[src/inc/mgd_pkg.sv]
`default_nettype none
package mgd_pkg;
    // Register offsets (byte addresses on the plain register port)
    localparam logic [7:0] MGD_CTRL_OFS = 8'h00;
    localparam logic [7:0] MGD_FSIZE_OFS = 8'h04;
    localparam logic [7:0] MGD_STATUS_OFS = 8'h08;
    localparam logic [7:0] MGD_LASTOP_OFS = 8'h0C;
    localparam logic [7:0] MGD_INFO_OFS = 8'h10;
    // Field positions
    localparam int MGD_CTRL_EN_BIT = 0;
    localparam int MGD_FS0_LSB = 0;
    localparam int MGD_FS1_LSB = 8;
    localparam int MGD_ST_OP_LSB = 8;
    localparam int MGD_ST_ILL_BIT = 16;
    localparam int MGD_INFO_CYC_LSB = 8;
    localparam int MGD_INFO_VAR_BIT = 16;
    // Flag bit positions and flag masks inside the four-bit status group
    localparam int MGD_FLAG_N = 3;
    localparam int MGD_FLAG_C = 2;
    localparam int MGD_FLAG_Z = 1;
    localparam int MGD_FLAG_V = 0;
    localparam logic [3:0] MGD_F_NONE = 4'h0;
    localparam logic [3:0] MGD_F_NZ = 4'hA;
    localparam logic [3:0] MGD_F_Z = 4'h2;
    localparam logic [3:0] MGD_F_CZ = 4'h6;
    localparam logic [3:0] MGD_F_NCZV = 4'hF;
    localparam logic [3:0] MGD_F_V = 4'h1;
    // Reset values
    localparam logic MGD_CTRL_EN_RST = 1'h1;
    localparam logic [5:0] MGD_FS0_RST = 6'h20;
    localparam logic [5:0] MGD_FS1_RST = 6'h20;
    localparam logic [3:0] MGD_FLAGS_RST = 4'h0;
    // Timing counts in core cycles, and the byte move size in bits
    localparam logic [7:0] MGD_MEM_ACC_CYC = 8'h02;
    localparam logic [7:0] MGD_MULTI_REGISTER_STORE_BASE_CYC = 8'h02;
    localparam logic [7:0] MGD_MULTI_REGISTER_STORE_REG_CYC = 8'h02;
    localparam logic [5:0] MGD_BYTE_SIZE = 6'h08;

    // Decoded instruction class
    typedef enum logic [4:0] {
        OP_NONE = 5'h00,
        OP_BYTE_ST_IND = 5'h01,
        OP_BYTE_CPY_IND = 5'h02,
        OP_BYTE_LD_DISP = 5'h03,
        OP_BYTE_ST_ABS = 5'h04,
        OP_BYTE_CPY_ABS = 5'h05,
        OP_REG_MOVE = 5'h06,
        OP_FLD_LD_IND = 5'h07,
        OP_FLD_CPY_IND = 5'h08,
        OP_FLD_LD_ABS = 5'h09,
        OP_FLD_ST_ABS = 5'h0A,
        OP_FLD_CPY_ABS = 5'h0B,
        OP_ADD_IMM = 5'h0C,
        OP_CMP_IMM = 5'h0D,
        OP_BIT_TEST = 5'h0E,
        OP_MULTI_STORE = 5'h0F,
        OP_ROTATE_LEFT = 5'h10,
        OP_NEG_BORROW = 5'h11,
        OP_AND_COMPL = 5'h12,
        OP_OR_IMM = 5'h13,
        OP_LOAD_IMM = 5'h14
    } mgd_op_t;

    // Pointer adjustment of a field or byte access
    typedef enum logic [1:0] {
        PTR_PLAIN = 2'h0,
        PTR_PREDEC = 2'h1,
        PTR_POSTINC = 2'h2
    } mgd_ptr_t;

    // Decode result handed to the execution side
    typedef struct packed {
        logic valid;
        mgd_op_t op;
        logic [2:0] words;
        logic [7:0] cycles;
        logic var_time;
        logic [3:0] flag_upd;
        logic [3:0] flag_clr;
        logic [3:0] src_reg;
        logic [3:0] dst_reg;
        logic rfile;
        logic cross_file;
        logic fsel;
        mgd_ptr_t ptr_mode;
        logic [4:0] konst;
        logic illegal;
    } mgd_dec_t;
endpackage
`default_nettype wire

[src/hdl/mgd_decoder.sv]
`default_nettype none
// Operation
// - Upper pattern 1000 110S decodes as byte store register to register-addressed memory.
// - Upper pattern 1001 110S is byte copy between pointers, flags untouched.
// - 1010 111S is two-word byte load with displacement; N,Z set, V cleared.
// - 0000 0101 111R SSSS is three-word byte store to absolute address.
// - 0000 0011 0100 0000 is five-word byte copy absolute to absolute.
// - 0100 11MS copies register to register; N,Z set, V cleared.
// - 1000 01FS loads a field via pointer; N,Z set, V cleared.
// - 1010 01FS pre-decrements the pointer then loads; N,Z set, V cleared.
// - 1001 01FS loads then post-increments the pointer; N,Z set, V cleared.
// - Field copies: 1000 10FS plain, 1010 10FS pre-dec, 1001 10FS post-inc; no flags.
// - 0000 01F1 101R loads field from absolute, N,Z; 100R stores to absolute.
// - 0000 01F1 1100 0000 is five-word absolute to absolute field copy.
// - Field move time follows selected field size and operand bit alignment.
// - Add immediate: 16-bit two words two cycles, 32-bit three and three; NCZV.
// - Compare immediate: 010R two words, 011R three words; sets NCZV.
// - 0001 11KK bit test with five-bit constant, one cycle, Z only.
// - 0000 1001 100R is two-word multi register store; time follows list and alignment.
// - 0110 100S rotate left by register, one cycle, C and Z only.
// - 0000 0011 110R negate with borrow, one cycle, NCZV.
// - 0101 001S and with complement, one word, Z only.
// - Or immediate 101R, three words three cycles, Z only.
// - Load immediate 110R two words, 111R 32-bit; N,Z set, V cleared.
// - M bit lets a register move cross between the A and B halves.
// - R bit selects register file half, F bit selects field size setting.
module mgd_decoder
    import mgd_pkg::*;
#(
    parameter int ADDR_W = 8
) (
    // Clock and reset
    input wire logic clock_i,
    input wire logic rst_n_i,
    // Register port
    input wire logic [ADDR_W-1:0] addr_i,
    input wire logic [31:0] wdata_i,
    input wire logic wr_i,
    input wire logic rd_i,
    output logic [31:0] rdata_o,
    // Instruction fetch side
    input wire logic [15:0] opcode_i,
    input wire logic op_valid_i,
    input wire logic [15:0] list_i,
    input wire logic [4:0] align_i,
    // Execution side
    input wire logic exec_done_i,
    input wire logic [3:0] res_flags_i,
    output mgd_dec_t dec_o,
    output logic [3:0] flags_o
);

    // Offsets reach 0x10, so fewer than five address bits would alias registers
    if (ADDR_W < 5) begin : g_addr_w_check
        $error("mgd_decoder: ADDR_W too small for the register map");
    end

    logic ctrl_en_r;
    logic [5:0] fs0_r;
    logic [5:0] fs1_r;
    logic [3:0] flags_r;
    logic [15:0] lastop_r;
    logic [31:0] rdata_r;
    mgd_dec_t dec_r;
    mgd_dec_t dec_nxt;
    logic take;
    logic [5:0] fsize;
    logic [6:0] span;
    logic [7:0] accesses;
    logic [7:0] fld_cyc;
    logic [4:0] list_cnt;
    logic [7:0] multi_register_store_cyc;
    logic [7:0] reg_addr;

    // Decoding is gated by software so a halted core sees no fresh results
    assign take = op_valid_i && ctrl_en_r;
    assign reg_addr = 8'(addr_i);

    // Field size from the setting the F bit picks; zero stands for 32 bits
    always_comb begin
        fsize = opcode_i[9] ? fs1_r : fs0_r;
        if (fsize == 6'h00) begin
            fsize = 6'h20;
        end
        // Byte forms sit inside the pointer and absolute groups, so they are carved out
        // by their own bits; otherwise a byte move would be timed as a full field
        if (!((opcode_i[15:14] == 2'h2 && opcode_i[11:10] != 2'h3) ||
              (opcode_i[15:10] == 6'h01 && opcode_i[8] && opcode_i[7:5] != 3'h7))) begin
            fsize = MGD_BYTE_SIZE;
        end
    end

    // Memory accesses grow with size and the starting bit inside a word
    always_comb begin
        span = 7'(align_i[3:0]) + 7'(fsize) + 7'h0F;
        accesses = 8'(span[6:4]);
        fld_cyc = 8'h01 + 8'(accesses * MGD_MEM_ACC_CYC);
    end

    // Multi store timing: per register, plus a penalty when the stack is misaligned
    always_comb begin
        list_cnt = 5'h00;
        for (int i = 0; i < 16; i++) begin
            list_cnt = list_cnt + 5'(list_i[i]);
        end
        multi_register_store_cyc = MGD_MULTI_REGISTER_STORE_BASE_CYC + 8'(list_cnt * MGD_MULTI_REGISTER_STORE_REG_CYC);
        if (align_i != 5'h00) begin
            multi_register_store_cyc = multi_register_store_cyc + 8'(list_cnt);
        end
    end

    // Opcode decode
    always_comb begin
        dec_nxt = '0;
        dec_nxt.valid = 1'b1;
        dec_nxt.op = OP_NONE;
        dec_nxt.words = 3'h1;
        dec_nxt.cycles = 8'h01;
        dec_nxt.src_reg = opcode_i[8:5];
        dec_nxt.dst_reg = opcode_i[3:0];
        dec_nxt.rfile = opcode_i[4];
        dec_nxt.fsel = opcode_i[9];
        dec_nxt.ptr_mode = PTR_PLAIN;
        dec_nxt.konst = opcode_i[9:5];
        if (opcode_i[15:9] == 7'h46) begin
            dec_nxt.op = OP_BYTE_ST_IND;
        end else if (opcode_i[15:9] == 7'h4E) begin
            dec_nxt.op = OP_BYTE_CPY_IND;
        end else if (opcode_i[15:9] == 7'h57) begin
            dec_nxt.op = OP_BYTE_LD_DISP;
            dec_nxt.words = 3'h2;
            dec_nxt.cycles = fld_cyc;
            dec_nxt.var_time = 1'b1;
            dec_nxt.flag_upd = MGD_F_NZ | MGD_F_V;
            dec_nxt.flag_clr = MGD_F_V;
        end else if (opcode_i[15:5] == 11'h02F) begin
            dec_nxt.op = OP_BYTE_ST_ABS;
            dec_nxt.words = 3'h3;
            dec_nxt.cycles = fld_cyc;
            dec_nxt.var_time = 1'b1;
            dec_nxt.src_reg = opcode_i[3:0];
        end else if (opcode_i == 16'h0340) begin
            dec_nxt.op = OP_BYTE_CPY_ABS;
            dec_nxt.words = 3'h5;
        end else if (opcode_i[15:10] == 6'h13) begin
            dec_nxt.op = OP_REG_MOVE;
            dec_nxt.cross_file = opcode_i[9];
            dec_nxt.src_reg = {opcode_i[8:5]};
            dec_nxt.flag_upd = MGD_F_NZ | MGD_F_V;
            dec_nxt.flag_clr = MGD_F_V;
        end else if (opcode_i[15:14] == 2'h2 && opcode_i[11:10] != 2'h0 &&
                     opcode_i[13:12] != 2'h3) begin
            // Pointer field moves: bits 13:12 pick plain, post-inc or pre-dec
            dec_nxt.cycles = fld_cyc;
            dec_nxt.var_time = 1'b1;
            dec_nxt.ptr_mode = (opcode_i[13:12] == 2'h2) ? PTR_PREDEC :
                               (opcode_i[13:12] == 2'h1) ? PTR_POSTINC : PTR_PLAIN;
            if (opcode_i[11:10] == 2'h1) begin
                dec_nxt.op = OP_FLD_LD_IND;
                dec_nxt.flag_upd = MGD_F_NZ | MGD_F_V;
                dec_nxt.flag_clr = MGD_F_V;
            end else if (opcode_i[11:10] == 2'h2) begin
                dec_nxt.op = OP_FLD_CPY_IND;
            end else begin
                // Unlisted byte forms here report the fixed illegal timing
                dec_nxt.illegal = 1'b1;
                dec_nxt.cycles = 8'h01;
                dec_nxt.var_time = 1'b0;
            end
        end else if (opcode_i[15:10] == 6'h01 && opcode_i[8]) begin
            dec_nxt.words = 3'h3;
            dec_nxt.cycles = fld_cyc;
            dec_nxt.var_time = 1'b1;
            if (opcode_i[7:5] == 3'h5) begin
                dec_nxt.op = OP_FLD_LD_ABS;
                dec_nxt.flag_upd = MGD_F_NZ | MGD_F_V;
                dec_nxt.flag_clr = MGD_F_V;
            end else if (opcode_i[7:5] == 3'h4) begin
                dec_nxt.op = OP_FLD_ST_ABS;
                dec_nxt.src_reg = opcode_i[3:0];
            end else if (opcode_i[7:0] == 8'hC0) begin
                dec_nxt.op = OP_FLD_CPY_ABS;
                dec_nxt.words = 3'h5;
            end else begin
                dec_nxt.illegal = 1'b1;
                dec_nxt.words = 3'h1;
                dec_nxt.cycles = 8'h01;
                dec_nxt.var_time = 1'b0;
            end
        end else if (opcode_i[15:8] == 8'h0B && opcode_i[7:5] != 3'h4 &&
                     opcode_i[7:5] != 3'h6 && opcode_i[7:5] != 3'h7) begin
            // Immediate forms: bit 5 clear means 16-bit, set means 32-bit
            dec_nxt.words = opcode_i[5] ? 3'h3 : 3'h2;
            dec_nxt.cycles = opcode_i[5] ? 8'h03 : 8'h02;
            dec_nxt.flag_upd = MGD_F_NCZV;
            if (opcode_i[7:6] == 2'h0) begin
                dec_nxt.op = OP_ADD_IMM;
            end else if (opcode_i[7:6] == 2'h1) begin
                dec_nxt.op = OP_CMP_IMM;
            end else begin
                dec_nxt.op = OP_OR_IMM;
                dec_nxt.flag_upd = MGD_F_Z;
            end
        end else if (opcode_i[15:6] == 10'h027) begin
            dec_nxt.op = OP_LOAD_IMM;
            dec_nxt.words = opcode_i[5] ? 3'h3 : 3'h2;
            dec_nxt.cycles = opcode_i[5] ? 8'h03 : 8'h02;
            dec_nxt.flag_upd = MGD_F_NZ | MGD_F_V;
            dec_nxt.flag_clr = MGD_F_V;
        end else if (opcode_i[15:10] == 6'h07) begin
            dec_nxt.op = OP_BIT_TEST;
            dec_nxt.flag_upd = MGD_F_Z;
        end else if (opcode_i[15:5] == 11'h04C) begin
            dec_nxt.op = OP_MULTI_STORE;
            dec_nxt.words = 3'h2;
            dec_nxt.cycles = multi_register_store_cyc;
            dec_nxt.var_time = 1'b1;
        end else if (opcode_i[15:9] == 7'h34) begin
            dec_nxt.op = OP_ROTATE_LEFT;
            dec_nxt.flag_upd = MGD_F_CZ;
        end else if (opcode_i[15:5] == 11'h01E) begin
            dec_nxt.op = OP_NEG_BORROW;
            dec_nxt.flag_upd = MGD_F_NCZV;
        end else if (opcode_i[15:9] == 7'h29) begin
            dec_nxt.op = OP_AND_COMPL;
            dec_nxt.flag_upd = MGD_F_Z;
        end else begin
            dec_nxt.illegal = 1'b1;
        end
    end

    // Decode result register; valid is a one-cycle pulse, the rest is held
    always_ff @(posedge clock_i) begin
        if (!rst_n_i) begin
            dec_r <= '0;
        end else if (take) begin
            dec_r <= dec_nxt;
        end else begin
            dec_r.valid <= 1'b0;
        end
    end

    // Last opcode taken, for software inspection
    always_ff @(posedge clock_i) begin
        if (!rst_n_i) begin
            lastop_r <= 16'h0000;
        end else if (take) begin
            lastop_r <= opcode_i;
        end
    end

    // Status flags: only the affected ones move, cleared ones go to zero
    always_ff @(posedge clock_i) begin
        if (!rst_n_i) begin
            flags_r <= MGD_FLAGS_RST;
        end else if (exec_done_i) begin
            flags_r <= (flags_r & ~dec_r.flag_upd) |
                       (res_flags_i & dec_r.flag_upd & ~dec_r.flag_clr);
        end
    end

    // Control and field size settings written by software
    always_ff @(posedge clock_i) begin
        if (!rst_n_i) begin
            ctrl_en_r <= MGD_CTRL_EN_RST;
            fs0_r <= MGD_FS0_RST;
            fs1_r <= MGD_FS1_RST;
        end else if (wr_i) begin
            if (reg_addr == MGD_CTRL_OFS) begin
                ctrl_en_r <= wdata_i[MGD_CTRL_EN_BIT];
            end
            if (reg_addr == MGD_FSIZE_OFS) begin
                fs0_r <= wdata_i[MGD_FS0_LSB +: 6];
                fs1_r <= wdata_i[MGD_FS1_LSB +: 6];
            end
        end
    end

    // Read data stands only in the cycle after the strobe; unmapped reads give zero
    always_ff @(posedge clock_i) begin
        if (!rst_n_i) begin
            rdata_r <= 32'h0000_0000;
        end else begin
            rdata_r <= 32'h0000_0000;
            if (rd_i) begin
                unique case (reg_addr)
                    MGD_CTRL_OFS: rdata_r[MGD_CTRL_EN_BIT] <= ctrl_en_r;
                    MGD_FSIZE_OFS: begin
                        rdata_r[MGD_FS0_LSB +: 6] <= fs0_r;
                        rdata_r[MGD_FS1_LSB +: 6] <= fs1_r;
                    end
                    MGD_STATUS_OFS: begin
                        rdata_r[3:0] <= flags_r;
                        rdata_r[MGD_ST_OP_LSB +: 5] <= dec_r.op;
                        rdata_r[MGD_ST_ILL_BIT] <= dec_r.illegal;
                    end
                    MGD_LASTOP_OFS: rdata_r[15:0] <= lastop_r;
                    MGD_INFO_OFS: begin
                        rdata_r[2:0] <= dec_r.words;
                        rdata_r[MGD_INFO_CYC_LSB +: 8] <= dec_r.cycles;
                        rdata_r[MGD_INFO_VAR_BIT] <= dec_r.var_time;
                    end
                    default: rdata_r <= 32'h0000_0000;
                endcase
            end
        end
    end

    assign rdata_o = rdata_r;
    assign dec_o = dec_r;
    assign flags_o = flags_r;
endmodule
`default_nettype wire

[config.mk]
export PLATFORM = sky130hd
export DESIGN_NAME = mgd_decoder
export DESIGN_NICKNAME = d
export VERILOG_FILES = /design/src/inc/mgd_pkg.sv /design/src/hdl/mgd_decoder.sv
export SDC_FILE = /design/constraint.sdc
export NUM_CORES = 1
export LEC_CHECK = 0
export BUFFER_PORTS_ARGS = -buffer_cell sky130_fd_sc_hd__buf_4
export CORE_MARGIN = 5
export CORE_UTILIZATION = 31
export DETAILED_ROUTE_END_ITERATION = 16
export SLEW_MARGIN = 10
export SYNTH_ARGS = -nofsm -noshare
export SYNTH_HDL_FRONTEND = slang
export SYNTH_SLANG_ARGS = --single-unit
export TNS_END_PERCENT = 5
[constraint.sdc]
create_clock -name clock_i -period 17.1 [get_ports clock_i]
set_clock_uncertainty 0.2 [all_clocks]
set_input_delay 5.13 -clock clock_i [delete_from_list [all_inputs] [get_ports clock_i]]
set_output_delay 5.13 -clock clock_i [all_outputs]
set_load 0.02 [all_outputs]
==> run metrics <==
syn_area_per_cell 8.01 um2; vias in the first global route 4,870; worst path bufs/invs 4; Reg clk slew, reported paths 0.07 ns; fillers 1,782; synthesis-to-layout area growth 23.0%; H-tree levels 3; most frequent CP cell fa_1; status completed; Mapped Area 0.00525 mm2; die area 0.0196 mm2; Max transition margin 35.8%; # Post-CTS Setup Buffers 0; Fin Setup TNS 0 ns; Worst setup EP type flop; Crit path arrival time 9.76 ns; async set-reset flop share out of synthesis 0%; crit start category input pin; worst-case clock buffer depth 2; drt drc 0; Initial Util 31.6%; post-CTS sizing 0; drt pass-1 iters 7; fin cells 975; die width 140 um; row count 47; Routed Antenna Nets 0; Hold Path Class reg -> reg; Critical Path Slowest Stage Cell fa_1; PD cells 105 mW/mm2; drt wl/cell 17.6 um; CP Class in -> reg; Max Clock Freq 0.103 GHz; CTS root buffer clkbuf_16; placed insts 959; Ys Warns 0; Worst-Margin Slew 0.963 ns; Req. time, crit path 17.13 ns; Congestion Overflow GR 0; Pleak 0.00280 uW; Final Cell Area 0.00645 mm2; Vias per Instance 5.23; Peak VDD IR 0.0721 mV; total track usage 17.0%; Slowest Stage Delay on Critical Path 0.56 ns; worst skew pair latency 0.34 ns; share of post-route cells with drive strength above 1 22.4%; sequential share of the synthesized area 30.5%; Slew Limit Fails 0; TritonCTS buffer count 9; Die Y 140 um; pin count of the biggest net entering global routing 47; final-report hold violation count 0; Routed WL 17.1 mm; Sink Count 80; number of distinct library cells after synthesis 76; Final min period 9.72 ns; EDFF count, synth 0; final period utilization 56.9%; first-pass GRT wire length 27.2 mm; # diodes 0; Post-Syn Instances 655; RSZ-0062 raised after global routing no; ys flop type dfxtp_1; Top delay family on crit path adder cells; Area after DPL 0.00617 mm2; core area 0.0166 mm2; gpl congestion 0.955; CP Max Fanout 4; setup violators final 0; port bufs 129; cts hold-fix bufs 0; Cell Chain, Critical Path buf_4, inv_1, fa_1, fa_1, fa_1, fa_1, inv_1, ha_1, fa_1, ha_1, inv_1, fa_1, o21ai_0, o21ai_0, o311ai_1, a31oi_1, o41ai_1; #FFs+latches synth 80; via count 5,096; antenna violations before repair 0; CTS tree yes; number of DRC markers in iteration 0 412; I/O pin count 168; Max Cap Viol 0; hpwl dp 13.5 mm; nets@finish 869
[state kept, by name, indices dropped and copies added (netlist names), named ones only]
register,flops
fs1_r,6
lastop_r,9
fs0_r,6
dec_o,37
rdata_o,17
flags_o,1
ctrl_en_r,1
[cells in the mapped netlist, types with 16 or more instances]
cell type	number	area, um2
inv_1	43	161
ha_1	21	263
a21boi_0	23	173
a21oi_1	39	195
buf_4	31	233
dfxtp_1	80	1600
o21ai_0	28	140
nor2_1	31	116
a22oi_1	16	120
clkbuf_1	17	63.8
nand2_1	102	383
nand3_1	28	140
[logic make-up (layout without fill, tap and decap cells)]
family	Yosys count	after routing	synth area share, %
and+or+nand+nor	245	245	23.8
AOI/OAI and AO/OA	175	175	22.9
buffers and inverters	106	189	10.5
DFF	80	80	30.5
adders and majority gates	32	32	9.21
muxes	9	9	1.84
xor gates and xnor gates	7	7	1.17
other	1	18	0.0715
[final timing paths]
| path | from | end | slack [ns] | depth (start not counted) |
|---|---|---|---|---|
| max | list_i[0] | dec_o[30]$_SDFFE_PN0P_ | 7.38 | 17 |
| min | dec_o[7]$_SDFFE_PN0P_ | dec_o[7]$_SDFFE_PN0P_ | 0.26 | 2 |
| max reg2reg | fs0_r[3]$_SDFFE_PN0P_ | dec_o[30]$_SDFFE_PN0P_ | 14.59 | 9 |
| min reg2reg | dec_o[7]$_SDFFE_PN0P_ | dec_o[7]$_SDFFE_PN0P_ | 0.26 | 2 |
[report_power, final]
| group | internal (uW) | leakage [uW] | switching, uW |
|---|---|---|---|
| sequential | 191 | 0.000650 | 3.79 |
| combinational | 133 | 0.00202 | 171 |
| clock | 99.6 | 0.000132 | 82.0 |
[worst min-delay path: stages, from the launching register on]
cell     delay, ns
dfxtp_1       0.33
nand2_1       0.04
o21ai_0       0.06
[final cells by class]
class                           count  area, um2  area share, %
Clock inverter                      7       55.1          0.853
Inverter                           43        161           2.50
Sequential cell                    80       1600           24.8
Clock buffer                        9        225           3.49
Tap cell                          220        275           4.27
Multi-Input combinational cell    486       3160           48.9
Timing Repair Buffer              130        976           15.1
[cell usage in the layout (no fill, tap or decap), types with 11 or more instances in the layout]
master	netlist	final
buf_4	31	130
nand2_1	102	102
dfxtp_1	80	80
inv_1	43	43
a21oi_1	39	39
nor2_1	31	31
nand3_1	28	28
o21ai_0	28	28
a21boi_0	23	23
ha_1	21	21
conb_1	1	18
a22oi_1	16	16
nor2b_1	12	12
nor3_1	12	12
and3_1	11	11
fa_1	11	11
[routing by layer]
| metal | vias up | track usage [%] | part of all wire (%) |
|---|---|---|---|
| li1 | 2458 | - | - |
| met1 | 2404 | 22.7 | 43 |
| met2 | 214 | 27.3 | 46 |
| met3 | 20 | 4.77 | 9.6 |
| met4 | 0 | 4.44 | 1.4 |
| met5 | - | 0 | 0 |
[per-stage QoR]
| step | setup WS, ns | util (%) | total power, uW | hold WS [ns] |
|---|---|---|---|---|
| after global placement | 7.10 | 37.2 | 495 | 0.253 |
| final | 7.38 | 38.9 | 679 | 0.262 |
| after global routing | 7.06 | 38.9 | 735 | 0.285 |
| after detailed placement | 7.02 | 37.2 | 504 | 0.247 |
| after CTS | 7.37 | 38.9 | 687 | 0.265 |
| after floorplan | 7.41 | - | 431 | 0.243 |
No activity file was read; power rests on OpenSTA's default activity.
